### config.mk
export PLATFORM = sky130hd
export DESIGN_NAME = swb_slot_timing
export DESIGN_NICKNAME = d
export VERILOG_FILES = /design/src/include/swb_pkg.sv /design/src/hdl/swb_slot_timing.sv /design/src/hdl/swb_tick.sv
export SDC_FILE = /design/constraint.sdc
export NUM_CORES = 1
export LEC_CHECK = 0
export ABC_AREA = 1
export BUFFER_PORTS_ARGS = -buffer_cell sky130_fd_sc_hd__buf_4
export CORE_MARGIN = 10
export CORE_UTILIZATION = 55
export DETAILED_ROUTE_END_ITERATION = 8
export PLACE_DENSITY = 0.69
export REMOVE_ABC_BUFFERS = 1
export SYNTH_ARGS = -nofsm -noshare
export SYNTH_HDL_FRONTEND = slang
export SYNTH_SLANG_ARGS = --single-unit
### constraint.sdc
create_clock -name core_clk -period 5.74 [get_ports core_clk]
set_clock_uncertainty 0.1 [all_clocks]
set_input_delay 0.574 -clock core_clk [delete_from_list [all_inputs] [get_ports core_clk]]
set_output_delay 0.574 -clock core_clk [all_outputs]
set_load 0.05 [all_outputs]
### src/include/swb_pkg.sv
// shared constants and types for the single-wire bus slot timing engine
package swb_pkg;

	// system clock and timebase
	localparam int unsigned CLK_PERIOD_NS = 8;
	localparam int unsigned TICK_NS = 1000;
	// least tick period, so round up
	localparam int unsigned TICK_CYCLES = (TICK_NS + CLK_PERIOD_NS - 1) / CLK_PERIOD_NS;

	localparam int unsigned CNT_W = 10;

	// durations in timebase ticks
	localparam logic [CNT_W-1:0] RESET_LOW_TIME_N = 10'h1E8;
	localparam logic [CNT_W-1:0] RESET_LOW_TIME_O = 10'h03D;
	localparam logic [CNT_W-1:0] RESET_HIGH_TIME_N = 10'h1F4;
	localparam logic [CNT_W-1:0] RESET_HIGH_TIME_O = 10'h032;
	localparam logic [CNT_W-1:0] PRESENCE_SAMPLE_TIME_N = 10'h01E;
	localparam logic [CNT_W-1:0] PRESENCE_SAMPLE_TIME_O = 10'h003;
	localparam logic [CNT_W-1:0] ZERO_LOW_TIME_N = 10'h03F;
	localparam logic [CNT_W-1:0] ZERO_LOW_TIME_O = 10'h008;
	localparam logic [CNT_W-1:0] ONE_LOW_TIME_N = 10'h006;
	localparam logic [CNT_W-1:0] ONE_LOW_TIME_O = 10'h001;
	localparam logic [CNT_W-1:0] SLOT_LENGTH_N = 10'h049;
	localparam logic [CNT_W-1:0] SLOT_LENGTH_O = 10'h00B;

	// durations in microseconds, turned into ticks below
	localparam int unsigned PRESENCE_WAIT_US_N = 60;
	localparam int unsigned PRESENCE_WAIT_US_O = 6;
	localparam int unsigned READ_VALID_TIME_US_N = 15;
	localparam int unsigned READ_VALID_TIME_US_O = 2;
	localparam int unsigned READ_LOW_US = 1;
	localparam int unsigned RECOVERY_US = 1;

	// longest wait rounds down, least times round up
	localparam logic [CNT_W-1:0] PRESENCE_WAIT_N = CNT_W'(PRESENCE_WAIT_US_N * 1000 / TICK_NS);
	localparam logic [CNT_W-1:0] PRESENCE_WAIT_O = CNT_W'(PRESENCE_WAIT_US_O * 1000 / TICK_NS);
	localparam logic [CNT_W-1:0] READ_VALID_TIME_N =
		CNT_W'((READ_VALID_TIME_US_N * 1000 + TICK_NS - 1) / TICK_NS);
	localparam logic [CNT_W-1:0] READ_VALID_TIME_O =
		CNT_W'((READ_VALID_TIME_US_O * 1000 + TICK_NS - 1) / TICK_NS);
	localparam logic [CNT_W-1:0] READ_LOW_TIME = CNT_W'((READ_LOW_US * 1000 + TICK_NS - 1) / TICK_NS);
	localparam logic [CNT_W-1:0] RECOVERY_TIME = CNT_W'((RECOVERY_US * 1000 + TICK_NS - 1) / TICK_NS);

	localparam logic PRESENCE_RESULT_RESET = 1'b1;

	typedef enum logic [1:0] {
		SWB_KIND_RESET,
		SWB_KIND_WRITE,
		SWB_KIND_READ
	} swb_kind_t;

	typedef struct packed {
		swb_kind_t kind;
		logic bit_val;
	} swb_cmd_t;

	typedef enum logic [2:0] {
		ST_IDLE,
		ST_RST_LOW,
		ST_RST_HIGH,
		ST_SLOT,
		ST_RECOVER
	} swb_state_t;

	typedef enum logic [1:0] {
		PW_WAIT,
		PW_SAMPLE,
		PW_DONE
	} swb_pres_t;

endpackage

### src/hdl/swb_slot_timing.sv
// bus-side slot timing engine: reset/presence, write and read slots
`timescale 1ns/1ps
// Operation
// master starts every slot kind; only presence comes from the slave
// reset pulse drives line low 488 ticks, 61 in overdrive, then releases
// slave waits 26-60 us after rise, then presence low 104-240 us
// after reset release wait at most 60 us (6 overdrive) for falling edge
// sample presence 30 ticks (3 overdrive) after slave response
// sampled presence level is stored in the presence result flag
// result reads 0 when slave answered, 1 when none; resets to 1
// presence seen flag set after presence time; resets 0, cleared by read
// reset slot ends 500 ticks (50 overdrive) after line release
// every write slot begins by pulling the idle-high line low
// write one releases line after 6 ticks, 1 in overdrive
// write zero holds line low 63 ticks, 8 in overdrive
// slave samples 15-60 us (2-6 overdrive) after fall, high means one
// read slot starts with line low at least 1 us, then release
// slave returning zero holds low up to 60 us, one releases at once
// read bit sampled 15 us after slot start, 2 us in overdrive
// read slot total length 73 ticks, 11 in overdrive
// all durations counted in system-clock-derived ticks of 1 to 1.25 us
// overdrive select picks overdrive counts for reset, write and read
// write slot length equals read slot, then at least 1 us recovery
module swb_slot_timing #(
	parameter int unsigned TICK_DIV = swb_pkg::TICK_CYCLES
) (
	input wire logic core_clk,
	input wire logic reset,
	input wire logic overdrive_select,
	input wire logic cmd_valid,
	input wire swb_pkg::swb_cmd_t cmd,
	output logic cmd_ready,
	output logic done,
	output logic read_bit,
	output logic presence_result_flag,
	output logic presence_seen_flag,
	input wire logic presence_clear,
	input wire logic line_i,
	output logic line_o,
	output logic line_oe
);
	logic tick;
	logic restart;
	logic ln_meta_q;
	logic ln_sync_q;
	logic ln_prev_q;
	logic fall;
	logic seen_set;
	logic [swb_pkg::CNT_W-1:0] cnt_inc;
	logic [swb_pkg::CNT_W-1:0] pcnt_inc;
	logic [swb_pkg::CNT_W-1:0] low_len;
	swb_pkg::swb_state_t state_q;
	swb_pkg::swb_state_t state_d;
	swb_pkg::swb_pres_t pres_q;
	swb_pkg::swb_pres_t pres_d;
	swb_pkg::swb_kind_t kind_q;
	swb_pkg::swb_kind_t kind_d;
	logic [swb_pkg::CNT_W-1:0] cnt_q;
	logic [swb_pkg::CNT_W-1:0] cnt_d;
	logic [swb_pkg::CNT_W-1:0] pcnt_q;
	logic [swb_pkg::CNT_W-1:0] pcnt_d;
	logic bit_q;
	logic bit_d;
	logic od_q;
	logic od_d;
	logic oe_q;
	logic oe_d;
	logic ready_q;
	logic ready_d;
	logic done_q;
	logic done_d;
	logic rbit_q;
	logic rbit_d;
	logic presres_q;
	logic presres_d;
	logic seen_q;
	logic seen_d;
	logic line_o_q;

	// true on the tick that completes n ticks of the phase
	function automatic logic elapsed(input logic tk, input logic [swb_pkg::CNT_W-1:0] cnt,
		input logic [swb_pkg::CNT_W-1:0] n);
		return tk && (cnt == n - 10'h001);
	endfunction

	function automatic logic [swb_pkg::CNT_W-1:0] pick(input logic od,
		input logic [swb_pkg::CNT_W-1:0] nrm, input logic [swb_pkg::CNT_W-1:0] ovr);
		return od ? ovr : nrm;
	endfunction

	swb_tick #(
		.TICK_DIV(TICK_DIV)
	) u_tick (
		.core_clk(core_clk),
		.reset(reset),
		.restart(restart),
		.tick(tick)
	);

	// line input is asynchronous to core_clk
	always_ff @(posedge core_clk or posedge reset) begin
		if (reset) begin
			ln_meta_q <= 1'b1;
			ln_sync_q <= 1'b1;
			ln_prev_q <= 1'b1;
		end else begin
			ln_meta_q <= line_i;
			ln_sync_q <= ln_meta_q;
			ln_prev_q <= ln_sync_q;
		end
	end

	assign fall = ln_prev_q & ~ln_sync_q;
	assign cnt_inc = tick ? cnt_q + 10'h001 : cnt_q;
	assign pcnt_inc = tick ? pcnt_q + 10'h001 : pcnt_q;

	always_comb begin
		state_d = state_q;
		pres_d = pres_q;
		kind_d = kind_q;
		cnt_d = cnt_q;
		pcnt_d = pcnt_q;
		bit_d = bit_q;
		od_d = od_q;
		oe_d = oe_q;
		done_d = 1'b0;
		rbit_d = rbit_q;
		presres_d = presres_q;
		seen_set = 1'b0;
		restart = 1'b0;
		low_len = swb_pkg::READ_LOW_TIME;
		unique case (state_q)
			swb_pkg::ST_IDLE: begin
				oe_d = 1'b0;
				if (cmd_valid && ready_q) begin
					// speed is latched so one slot never mixes both tables
					od_d = overdrive_select;
					kind_d = cmd.kind;
					bit_d = cmd.bit_val;
					restart = 1'b1;
					cnt_d = '0;
					oe_d = 1'b1;
					state_d = (cmd.kind == swb_pkg::SWB_KIND_RESET) ?
						swb_pkg::ST_RST_LOW : swb_pkg::ST_SLOT;
				end
			end
			swb_pkg::ST_RST_LOW: begin
				cnt_d = cnt_inc;
				if (elapsed(tick, cnt_q, pick(od_q, swb_pkg::RESET_LOW_TIME_N,
					swb_pkg::RESET_LOW_TIME_O))) begin
					oe_d = 1'b0;
					cnt_d = '0;
					pcnt_d = '0;
					pres_d = swb_pkg::PW_WAIT;
					state_d = swb_pkg::ST_RST_HIGH;
				end
			end
			swb_pkg::ST_RST_HIGH: begin
				cnt_d = cnt_inc;
				pcnt_d = pcnt_inc;
				unique case (pres_q)
					swb_pkg::PW_WAIT: begin
						if (fall) begin
							pcnt_d = '0;
							pres_d = swb_pkg::PW_SAMPLE;
						end else if (elapsed(tick, pcnt_q, pick(od_q,
							swb_pkg::PRESENCE_WAIT_N, swb_pkg::PRESENCE_WAIT_O))) begin
							presres_d = 1'b1;
							seen_set = 1'b1;
							pres_d = swb_pkg::PW_DONE;
						end
					end
					swb_pkg::PW_SAMPLE: begin
						if (elapsed(tick, pcnt_q, pick(od_q, swb_pkg::PRESENCE_SAMPLE_TIME_N,
							swb_pkg::PRESENCE_SAMPLE_TIME_O))) begin
							presres_d = ln_sync_q;
							seen_set = 1'b1;
							pres_d = swb_pkg::PW_DONE;
						end
					end
					swb_pkg::PW_DONE: begin
						pcnt_d = pcnt_q;
					end
				endcase
				if (elapsed(tick, cnt_q, pick(od_q, swb_pkg::RESET_HIGH_TIME_N,
					swb_pkg::RESET_HIGH_TIME_O))) begin
					done_d = 1'b1;
					state_d = swb_pkg::ST_IDLE;
				end
			end
			swb_pkg::ST_SLOT: begin
				cnt_d = cnt_inc;
				if (kind_q == swb_pkg::SWB_KIND_WRITE) begin
					low_len = bit_q ?
						pick(od_q, swb_pkg::ONE_LOW_TIME_N, swb_pkg::ONE_LOW_TIME_O) :
						pick(od_q, swb_pkg::ZERO_LOW_TIME_N, swb_pkg::ZERO_LOW_TIME_O);
				end
				if (elapsed(tick, cnt_q, low_len)) begin
					oe_d = 1'b0;
				end
				if (kind_q == swb_pkg::SWB_KIND_READ && elapsed(tick, cnt_q,
					pick(od_q, swb_pkg::READ_VALID_TIME_N, swb_pkg::READ_VALID_TIME_O))) begin
					rbit_d = ln_sync_q;
				end
				if (elapsed(tick, cnt_q, pick(od_q, swb_pkg::SLOT_LENGTH_N,
					swb_pkg::SLOT_LENGTH_O))) begin
					oe_d = 1'b0;
					cnt_d = '0;
					state_d = swb_pkg::ST_RECOVER;
				end
			end
			swb_pkg::ST_RECOVER: begin
				cnt_d = cnt_inc;
				if (elapsed(tick, cnt_q, swb_pkg::RECOVERY_TIME)) begin
					done_d = 1'b1;
					state_d = swb_pkg::ST_IDLE;
				end
			end
			default: begin
				oe_d = 1'b0;
				state_d = swb_pkg::ST_IDLE;
			end
		endcase
		ready_d = (state_d == swb_pkg::ST_IDLE);
		// a new presence event beats a clear in the same cycle
		seen_d = seen_set | (seen_q & ~presence_clear);
	end

	always_ff @(posedge core_clk or posedge reset) begin
		if (reset) begin
			state_q <= swb_pkg::ST_IDLE;
			pres_q <= swb_pkg::PW_DONE;
			kind_q <= swb_pkg::SWB_KIND_RESET;
			cnt_q <= '0;
			pcnt_q <= '0;
			bit_q <= 1'b0;
			od_q <= 1'b0;
			oe_q <= 1'b0;
			ready_q <= 1'b1;
			done_q <= 1'b0;
			rbit_q <= 1'b0;
			presres_q <= swb_pkg::PRESENCE_RESULT_RESET;
			seen_q <= 1'b0;
			line_o_q <= 1'b0;
		end else begin
			state_q <= state_d;
			pres_q <= pres_d;
			kind_q <= kind_d;
			cnt_q <= cnt_d;
			pcnt_q <= pcnt_d;
			bit_q <= bit_d;
			od_q <= od_d;
			oe_q <= oe_d;
			ready_q <= ready_d;
			done_q <= done_d;
			rbit_q <= rbit_d;
			presres_q <= presres_d;
			seen_q <= seen_d;
			// open drain: only ever drives low
			line_o_q <= 1'b0;
		end
	end

	assign cmd_ready = ready_q;
	assign done = done_q;
	assign read_bit = rbit_q;
	assign presence_result_flag = presres_q;
	assign presence_seen_flag = seen_q;
	assign line_o = line_o_q;
	assign line_oe = oe_q;
endmodule // swb_slot_timing

### src/hdl/swb_tick.sv
// timebase divider producing one tick pulse per timebase period
`timescale 1ns/1ps
module swb_tick #(
	parameter int unsigned TICK_DIV = swb_pkg::TICK_CYCLES
) (
	input wire logic core_clk,
	input wire logic reset,
	input wire logic restart,
	output logic tick
);
	logic [15:0] div_q;
	logic [15:0] div_d;
	logic tick_q;
	logic tick_d;

	always_comb begin
		tick_d = 1'b0;
		div_d = div_q + 16'h0001;
		if (restart) begin
			// realign so slot timing starts at a tick boundary
			div_d = 16'h0000;
		end else if (div_q == 16'(TICK_DIV - 1)) begin
			div_d = 16'h0000;
			tick_d = 1'b1;
		end
	end

	always_ff @(posedge core_clk or posedge reset) begin
		if (reset) begin
			div_q <= 16'h0000;
			tick_q <= 1'b0;
		end else begin
			div_q <= div_d;
			tick_q <= tick_d;
		end
	end

	assign tick = tick_q;
endmodule // swb_tick

Yosys cells after proc, flatten, opt, wreduce, memory -nomap -nowiden
Index checks and enable logic that the tools add are counted.
{"block": "op_classes", "n_addsub": 10, "eq_ne": 26, "muxes": 56, "n_bitwise": 6, "n_reduce_logical": 26}
{"cell": "$mux 10", "count": 8}
{"cell": "$eq 10x10->1", "count": 7}
{"cell": "$pmux 10 s2", "count": 2}
{"cell": "$pmux 10 s4", "count": 1}
{"cell": "$mux 16", "count": 2}
{"cell": "$mux 6", "count": 4}
{"cell": "$add 10x1->10 const B", "count": 2}
{"cell": "$sub 9x1->10 const B", "count": 2}
{"cell": "$mux 3", "count": 6}
{"cell": "$mux 9", "count": 2}
{"cell": "$add 16x1->16 const B", "count": 1}
{"cell": "$eq 16x7->1 const B", "count": 1}
{"cell": "$mux 1", "count": 16}
{"cell": "$pmux 3 s5", "count": 1}
{"cell": "$ne 2x2->1 const B", "count": 6}
{"cell": "$logic_and 1x1->1", "count": 10}
{"cell": "$logic_not 10->1", "count": 1}
{"cell": "$mux 2", "count": 5}
{"cell": "$reduce_and 5->1", "count": 2}
{"cell": "$sub 10x1->10 const B", "count": 1}
{"cell": "$pmux 2 s2", "count": 2}
{"cell": "$sub 7x1->8 const B", "count": 1}
{"cell": "$mux 7", "count": 1}
{"cell": "$sub 6x1->7 const B", "count": 1}
{"cell": "other kinds (24)", "count": 39}
{"block": "totals", "regBits": 55, "inputBits": 9, "output_inout_bits": 7, "word_cells": 142}

Depth between registers and ports, before layout
Gate-level depths: netlist of the first run.
{"block": "depth", "depth_word": 10, "mapped_depth": 20, "ltp_nobuf": 19}

Cells and area by module
Synthesis of the first run repeated with hierarchy kept, for this count alone.
{"block": "hier_totals", "cells_unflattened": 518, "hier_area_um2": 3733.6}
{"module": "swb_slot_timing", "instances": 1, "cells_per_inst": 393, "area_each_um2": 2716.4}
{"module": "swb_tick", "instances": 1, "cells_per_inst": 125, "area_each_um2": 1017.2}

Least setup slack after synthesis of the first run
OpenSTA, ideal clock, no wires.
{"block": "synth_timing", "kind": "register to register", "start": "reg od_q", "end": "reg oe_q, in the netlist line_oe", "setup_ps": 119, "t_arrival_ps": 2351, "required_time_ps": 5521, "setup_slack_ps": 3170, "stages_incl_launch_ff": 20, "path_cell_list": "dfrtp_1 -> inv_2 -> buf_6 -> ha_1 -> nand3_1 -> inv_1 -> ha_1 -> nand3_1 -> inv_1 -> ha_1 -> nand2_1 -> inv_1 -> nor2_1 -> nand3_1 -> nor2_1 -> nand3_1 -> nor2_1 -> nand3_1 -> nand3_2 -> nand2_1"}
{"block": "synth_between", "elab_chain_cells": 9, "elab_cells_between_ends": 21}
{"element": "start: declaration", "line": "swb_slot_timing.sv:64", "text": "logic od_q;"}
{"element": "start signal: assignment", "line": "swb_slot_timing.sv:237", "text": "od_q <= 1'b0;"}
{"element": "start signal: assignment", "line": "swb_slot_timing.sv:252", "text": "od_q <= od_d;"}
{"element": "$mux 6 / $mux 3 (equally long branches)", "line": "swb_slot_timing.sv:88", "text": "return od ? ovr : nrm;"}
{"element": "$mux 6", "line": "swb_slot_timing.sv:194", "text": "low_len = bit_q ?"}
{"element": "$mux 6", "line": "swb_slot_timing.sv:193", "text": "if (kind_q == swb_pkg::SWB_KIND_WRITE) begin"}
{"element": "$mux 10", "line": "swb_slot_timing.sv:132", "text": "unique case (state_q)"}
{"element": "$sub 10x1->10", "line": "swb_slot_timing.sv:83", "text": "return tk && (cnt == n - 10'h001);"}
{"element": "$eq 10x10->1", "line": "swb_slot_timing.sv:83"}
{"element": "$logic_and 1x1->1", "line": "swb_slot_timing.sv:83"}
{"element": "$ne 3x3->1 (no line)"}
{"element": "$reduce_and 3->1 (no line)"}
{"element": "end signal: assignment", "line": "swb_slot_timing.sv:238", "text": "oe_q <= 1'b0;"}
{"element": "end signal: assignment", "line": "swb_slot_timing.sv:253", "text": "oe_q <= oe_d;"}
{"element": "end: declaration", "line": "swb_slot_timing.sv:66", "text": "logic oe_q;"}
Several ways; a longest one is shown, not always the timed one. The select of a mux whose other input is x is not followed.
A chain may end at the register's enable or synchronous reset.

Final worst setup path of the first run
Same ends and word-level chain as after synthesis.

==> results of run 1 <==
-- power groups by stage --
stage | Sequential (W) | Clock, W | Combinational, W
after floorplan | 0.000397 | 0 | 0.00000803
after global placement | 0.000397 | 0 | 0.0000155
after detailed placement | 0.000397 | 0 | 0.0000156
after CTS | 0.000390 | 0.000216 | 0.0000157
after global routing | 0.000390 | 0.000226 | 0.0000172
final | 0.000390 | 0.000208 | 0.0000150
-- placed cells by master (no fill, tap or decap), types with 2 or more instances in the layout --
cell       instances
a21oi_1           17
ha_1              10
nor3_2             3
nand4_1           14
xnor2_1            5
clkinv_1           3
nand2_1          133
nor2_4             2
o2111ai_1          3
nand3_1           34
nor2_2             9
dfrtp_1           49
xor2_1             9
and3_1             2
nor4_1             2
nand3_2            6
o21ai_2            2
nand2_2            7
clkbuf_8           5
o21ai_1           20
dfstp_2            6
inv_2             13
inv_1             56
buf_4             16
nor3_1            12
nor2_1            62
o21ai_0           15
-- flip-flops by register name (all words and copies together) (netlist names), 2 cells and up --
name	count
cnt_q	10
kind_q	2
pcnt_q	10
pres_q	2
state_q	3
u_tick.div_q	16
-- layout make-up --
class / instances / area [sq um] / area share
multi-input combinational: 380 / 1956 / 0.5003
sequential: 55 / 1384 / 0.3540
inverter: 72 / 270.3 / 0.06914
timing repair buffer: 16 / 120.1 / 0.03073
tap: 77 / 96.34 / 0.02465
clock buffer: 5 / 68.82 / 0.01761
clock inverter: 2 / 13.76 / 0.003521
-- worst register-to-register path: cells and delay by family (launching register included) --
family / cells / cell delay (ns)
flip-flops: 1 / 0.67
AND/OR/NAND/NOR: 11 / 0.94
buffers and inverters: 4 / 0.41
adder cells (fa/ha/maj): 3 / 0.89
-- worst max-delay path by stage --
stage | end | slack, ns | depth (start not counted)
floorplan | line_oe | 2.99 | 18
global placement | line_oe | 2.81 | 18
detailed placement | line_oe | 2.68 | 18
CTS | line_oe | 2.65 | 18
global route | line_oe | 2.33 | 18
finish | line_oe | 2.61 | 18
-- synth_stat cells --
| library cell | instances | area [sq um] |
|---|---|---|
| nand3_1 | 34 | 170.2 |
| xor2_1 | 9 | 78.83 |
| nor2_2 | 9 | 56.30 |
| clkinv_1 | 3 | 11.26 |
| o21ai_0 | 15 | 75.07 |
| nand3b_1 | 1 | 7.510 |
| mux2i_1 | 1 | 10.01 |
| and3_1 | 2 | 12.51 |
| nand2_1 | 133 | 499.2 |
| nand2_2 | 7 | 43.79 |
| ha_1 | 10 | 125.1 |
| inv_1 | 57 | 214.0 |
| buf_4 | 2 | 15.01 |
| dfrtp_1 | 49 | 1226 |
| o211ai_1 | 1 | 7.510 |
| nor4_1 | 2 | 12.51 |
| nor3_1 | 12 | 60.06 |
| dfstp_2 | 6 | 157.7 |
| o22ai_1 | 1 | 6.260 |
| inv_2 | 12 | 45.04 |
| xnor2_1 | 5 | 43.79 |
| nor3_2 | 3 | 30.03 |
| nor3_4 | 1 | 16.27 |
| and2_1 | 1 | 6.260 |
| nand3_2 | 6 | 60.06 |
| nand2_4 | 1 | 11.26 |
| nand4_1 | 14 | 87.58 |
| nor3b_1 | 1 | 7.510 |
| o21bai_1 | 1 | 7.510 |
| clkbuf_1 | 2 | 7.510 |
| o21ai_1 | 20 | 100.1 |
| conb_1 | 1 | 3.750 |
| nor2_4 | 2 | 22.52 |
| o21ai_2 | 2 | 17.52 |
| a21oi_2 | 1 | 8.760 |
| o2111ai_1 | 3 | 26.28 |
| buf_2 | 3 | 15.01 |
| xor2_2 | 1 | 16.27 |
| a21oi_1 | 17 | 85.08 |
| buf_6 | 3 | 33.78 |
| a21o_1 | 1 | 7.510 |
| nor2_1 | 62 | 232.7 |
-- through the flow --
step,cell area (sq um),hold WS [ns],setup slack [ns],std cells,util
after CTS,3909,0.2643,2.648,607,0.6086
after global placement,3826,0.2493,2.813,600,0.5958
after global routing,3909,0.2560,2.334,607,0.6086
after detailed placement,3826,0.2482,2.679,600,0.5958
after floorplan,3610,0.2452,2.995,507,-
final,3909,0.2617,2.611,607,0.6086
-- cells by family after synthesis --
family,count (synthesis),share of synthesized area
simple gates,291,0.3630
other cells,1,0.001019
buf+inv,82,0.09279
fa+ha+maj,10,0.03399
flops,55,0.3759
mux,1,0.002719
xor+xnor,15,0.03773
compound gates,62,0.09280
-- metal layers --
| layer | track usage | share of wire | vias to the layer above |
|---|---|---|---|
| met5 | 0 | 0 | - |
| met2 | 0.2848 | 0.47 | 96 |
| met1 | 0.2215 | 0.47 | 1517 |
| li1 | - | - | 1680 |
| met3 | 0.02834 | 0.053 | 8 |
| met4 | 0.03579 | 0.011 | 0 |
==> results.sh, run 1 <==
export IMPL_rsz0062_at_grt="false"
export IMPL_drc=0
export IMPL_drt_wl_total_microns=8275
export IMPL_startpoint="od_q"
export IMPL_r2r_start="od_q"
export IMPL_grt_max_degree=56
export IMPL_worstHoldPathCells=0
export IMPL_rows=29
export IMPL_avgSynthCellArea_sq_um=7.120
export IMPL_p_sw_w=0.0001352
export IMPL_fmax_mhz=319.6
export IMPL_numCtsBuffers=5
export IMPL_grt_overflow=0
export IMPL_setup_violations=0
export IMPL_placeableCoreArea_sq_um=6422
export IMPL_initial_core_util=0.5732
export IMPL_powerDensity_nw_per_um2=156.7
export IMPL_clk_insertion_delay_late_ns=0.31
export IMPL_nNetsFinal=549
export IMPL_p_leak_nw=1.850
export IMPL_worstPathMaxFanout=16
export IMPL_pwr_share_seq=0.637
export IMPL_yosysUniqueCellTypes=42
export IMPL_p_sw_frac=0.2208
export IMPL_synth_seq_cells=55
export IMPL_ff2ff_path_depth=18
export IMPL_status="completed"
export IMPL_p_int_w=0.0004772
export IMPL_post_cts_buffers=0
export IMPL_critPathMaxStageDelay_ns=0.67
export IMPL_path_cells="inv_2 -> ha_1 -> nand3_1 -> inv_1 -> ha_1 -> nand3_1 -> inv_1 -> ha_1 -> nand2_1 -> inv_1 -> nor2_1 -> nand3_1 -> nor2_1 -> nand3_1 -> nor2_1 -> nand3_1 -> nand3_2 -> nand2_1"
export IMPL_tns_ns=0
export IMPL_max_slew_margin=0.5364
export IMPL_numClockSinks=55
export IMPL_worstHoldEndpoint="ln_sync_q"
export IMPL_cp_end_kind="register"
export IMPL_hold_buffers=0
export IMPL_fill_cells=634
export IMPL_diodes=0
export IMPL_min_period_over_period=0.5451
export IMPL_antenna_found_initial=0
export IMPL_yosysSeqAreaShare=0.3759
export IMPL_clk_pin_slew_ns=0.10
export IMPL_num_vias=3301
export IMPL_critical_path_class="reg2reg"
export IMPL_p_clk_frac=0.339
export IMPL_netlist_instances=517
export IMPL_hp_class="reg2reg"
export IMPL_max_slew_worst_pin_slew_ns=0.6955
export IMPL_cp_required_ns=5.83
export IMPL_rr_endpoint="line_oe"
export IMPL_wire_per_inst_microns=13.63
export IMPL_grt_pass1_wl_microns=14520
export IMPL_die_y_microns=101.8
export IMPL_period_needed_ns=3.129
export IMPL_design_die_area_sq_um=10370
export IMPL_dp_hpwl_microns=6383
export IMPL_irDropWorstVdd_mv=0.1229
export IMPL_cts_root_buf="clkbuf_8"
export IMPL_cts_tree="yes"
export IMPL_worst_path_buf_inv=4
export IMPL_grt_pass1_vias=3099
export IMPL_cp_top_family="simple AND/OR/NAND/NOR gates"
export IMPL_cts_resized=0
export IMPL_min_from="ln_meta_q"
export IMPL_combPwrFrac=0.024
export IMPL_io_pins=16
export IMPL_detail_route_iter0_violations=175
export IMPL_critPathArrivalTime_ns=3.22
export IMPL_vias_per_cell=5.438
export IMPL_ys_warn_count=0
export IMPL_gp_congestion=0.9480
export IMPL_crit_path_frequent_cell="nand3_1"
export IMPL_antenna_left=0
export IMPL_syn_area_sq_um=3681
export IMPL_r2r_setup_slack_ns=2.61
export IMPL_area_growth_pct=6.186
export IMPL_final_layout_size_suffix_gt1_frac=0.1415
export IMPL_drt_pass1_iter_count=5
export IMPL_gr_usage_all_layers=0.1683
export IMPL_final_max_slew_viol_count=0
export IMPL_cp_slowest_cell="dfrtp_1"
export IMPL_portBuffers=14
export IMPL_h_tree_depth=2
export IMPL_maxCapViolations=0
export IMPL_start_kind="register"
export IMPL_p_total_w=0.0006124
export IMPL_finalHoldViolations=0
export IMPL_dieWidth_microns=101.8
export IMPL_clock_path_buffers=2
Power figures use the tool's default switching activity.
==> run 2, diff against run 1 <==
PLACE_DENSITY = 0.72   (was 0.69)
clock period = 2.64 ns   (was 5.74 ns; I/O delays follow)
==> run 2 against run 1 <==
Compared with the run above: worst setup slack got worse by 2.5 ns; cell area is 3.2% higher; final cell count is 2.0% higher; clock power is 130% higher; critical endpoint unchanged; global-route usage grew 0.29 points; total power grew 120%; hold slack worse by 0.21 ns; via count increased by 0.97%; first-iteration DRC count grew 28%.
==> results.sh, run 2 (synthesized netlist as in run 1, its figures left out) <==
export IMPL_status="completed"
export IMPL_antenna_left=0
export IMPL_finalHoldViolations=0
export IMPL_p_leak_nw=1.900
export IMPL_placeableCoreArea_sq_um=6422
export IMPL_period_needed_ns=2.499
export IMPL_grt_pass1_vias=3195
export IMPL_cts_tree="yes"
export IMPL_critical_path_class="reg2reg"
export IMPL_min_period_over_period=0.9467
export IMPL_hp_class="in2reg"
export IMPL_final_max_slew_viol_count=0
export IMPL_diodes=0
export IMPL_layout_common_cells="nand2_1 (132), nor2_1 (62), inv_1 (54)"
export IMPL_critPathArrivalTime_ns=2.61
export IMPL_worstHoldEndpoint="bit_q"
export IMPL_dieWidth_microns=101.8
export IMPL_clk_pin_slew_ns=0.10
export IMPL_fill_cells=603
export IMPL_final_cells=619
export IMPL_gp_congestion=0.9637
export IMPL_maxCapViolations=0
export IMPL_rr_endpoint="line_oe"
export IMPL_ff2ff_path_depth=19
export IMPL_worstHoldPathCells=3
export IMPL_area_growth_pct=9.619
export IMPL_numCtsBuffers=5
export IMPL_placed_cells=606
export IMPL_fmax_mhz=400.1
export IMPL_die_y_microns=101.8
export IMPL_clock_path_buffers=2
export IMPL_largestRegisters="u_tick.div_q (16), cnt_q (10), pcnt_q (10)"
export IMPL_grt_pass1_wl_microns=14470
export IMPL_dp_hpwl_microns=6597
export IMPL_drt_pass1_iter_count=4
export IMPL_p_total_w=0.001373
export IMPL_powerDensity_nw_per_um2=340.2
export IMPL_rows=29
export IMPL_wire_per_inst_microns=13.70
export IMPL_vias_per_cell=5.384
export IMPL_multi_input_area_sq_um=1983
export IMPL_min_from="cmd[0]"
export IMPL_startpoint="bit_q"
export IMPL_cts_root_buf="clkbuf_8"
export IMPL_max_slew_margin=0.6642
export IMPL_largest_register="u_tick.div_q"
export IMPL_drc=0
export IMPL_worstPathMaxFanout=5
export IMPL_drt_wl_total_microns=8480
export IMPL_initial_core_util=0.5732
export IMPL_fin_area_sq_um=4035
export IMPL_max_slew_worst_pin_slew_ns=0.5025
export IMPL_design_die_area_sq_um=10370
export IMPL_irDropWorstVdd_mv=0.2349
export IMPL_final_util=0.6283
export IMPL_io_pins=16
export IMPL_r2r_setup_slack_ns=0.14
export IMPL_numClockSinks=55
export IMPL_nNetsFinal=560
export IMPL_grt_max_degree=23
export IMPL_cp_required_ns=2.75
export IMPL_largest_register_ffs=16
export IMPL_portBuffers=14
export IMPL_r2r_start="bit_q"
export IMPL_setup_violations=0
export IMPL_detail_route_iter0_violations=224
export IMPL_seq_area_sq_um=1384
export IMPL_clk_insertion_delay_late_ns=0.31
export IMPL_start_kind="register"
export IMPL_final_common_cell="nand2_1"
export IMPL_num_vias=3333
export IMPL_gr_usage_all_layers=0.1712
export IMPL_h_tree_depth=2
export IMPL_cp_end_kind="register"
export IMPL_place_area_sq_um=3871
export IMPL_final_layout_size_suffix_gt1_frac=0.1661
export IMPL_grt_overflow=0
export IMPL_antenna_found_initial=0
==> run 2: cell types whose count changed in the layout (fill, tap and decap cells not counted), sizes merged <==
cell         previous run  this run
clkinv                  5         4
dlygate4sd3             0         3
buf                    16        24
clkbuf                  5         7
==> run 2: critical path: stages, from the launching register on <==
cell	delay [ns]
dfrtp_1	0.42
buf_4	0.14
ha_1	0.19
inv_1	0.06
nand2_1	0.06
nand2_2	0.13
ha_4	0.15
nand3_2	0.08
inv_1	0.06
ha_1	0.23
nand2_1	0.07
inv_1	0.04
nor2_1	0.08
nand3_1	0.08
nor2_1	0.11
nand3_1	0.08
nor2_1	0.09
nand3_1	0.09
nand3_2	0.06
nand2_1	0.06
==> run 2: final cells by class <==
class	count	share of cell area
Timing Repair Buffer	27	0.05209
Inverter	72	0.06698
Clock buffer	7	0.02140
Tap cell	77	0.02388
Multi-Input combinational cell	380	0.4915
Clock inverter	1	0.001240
Sequential cell	55	0.3429
==> run 2: layer usage <==
| metal | wire [microns] | share of wire | GRT usage |
|---|---|---|---|
| met1 | 3740 | 0.44 | 0.2107 |
| met2 | 4090 | 0.48 | 0.2898 |
| met4 | 176 | 0.021 | 0.06399 |
| met3 | 472 | 0.056 | 0.03576 |
| met5 | 0 | 0 | 0 |
==> run 2: power by group <==
group	leakage [nW]	switching [W]	internal (W)	total, W
Combinational	1.16	0.0000244	0.0000128	0.0000372
Sequential	0.691	0.00000190	0.000846	0.000848
Clock	0.0482	0.000275	0.000213	0.000487
Total	1.90	0.000301	0.00107	0.00137
==> run 2: how the worst max path moves through the flow <==
stage,to,slack (ns),cells after the start
after floorplan,line_oe,-0.11,18
after global routing,line_oe,-0.02,19
after CTS,line_oe,0.06,18
final,line_oe,0.14,19
after detailed placement,line_oe,0.08,18
after global placement,line_oe,0.18,18
==> run 2: per-stage QoR <==
stage	setup WS, ns	TNS [ns]	hold WS (ns)
2_1_floorplan	-0.1054	-0.1054	0.1685
3_3_place_gp	0.1840	0	0.2027
3_5_place_dp	0.07836	0	0.2086
4_1_cts	0.06481	0	0.04525
5_1_grt	-0.01600	-0.01600	0.04481
6_report	0.1408	0	0.04916
==> run 2: what timing repair did <==
action / in CTS / in global routing
buffers inserted: 0 / 2
hold buffers: 3 / 0
endpoints found under the setup margin: 0 / 1
resized for setup: 0 / 8
hold endpoints to repair: 20 / 0
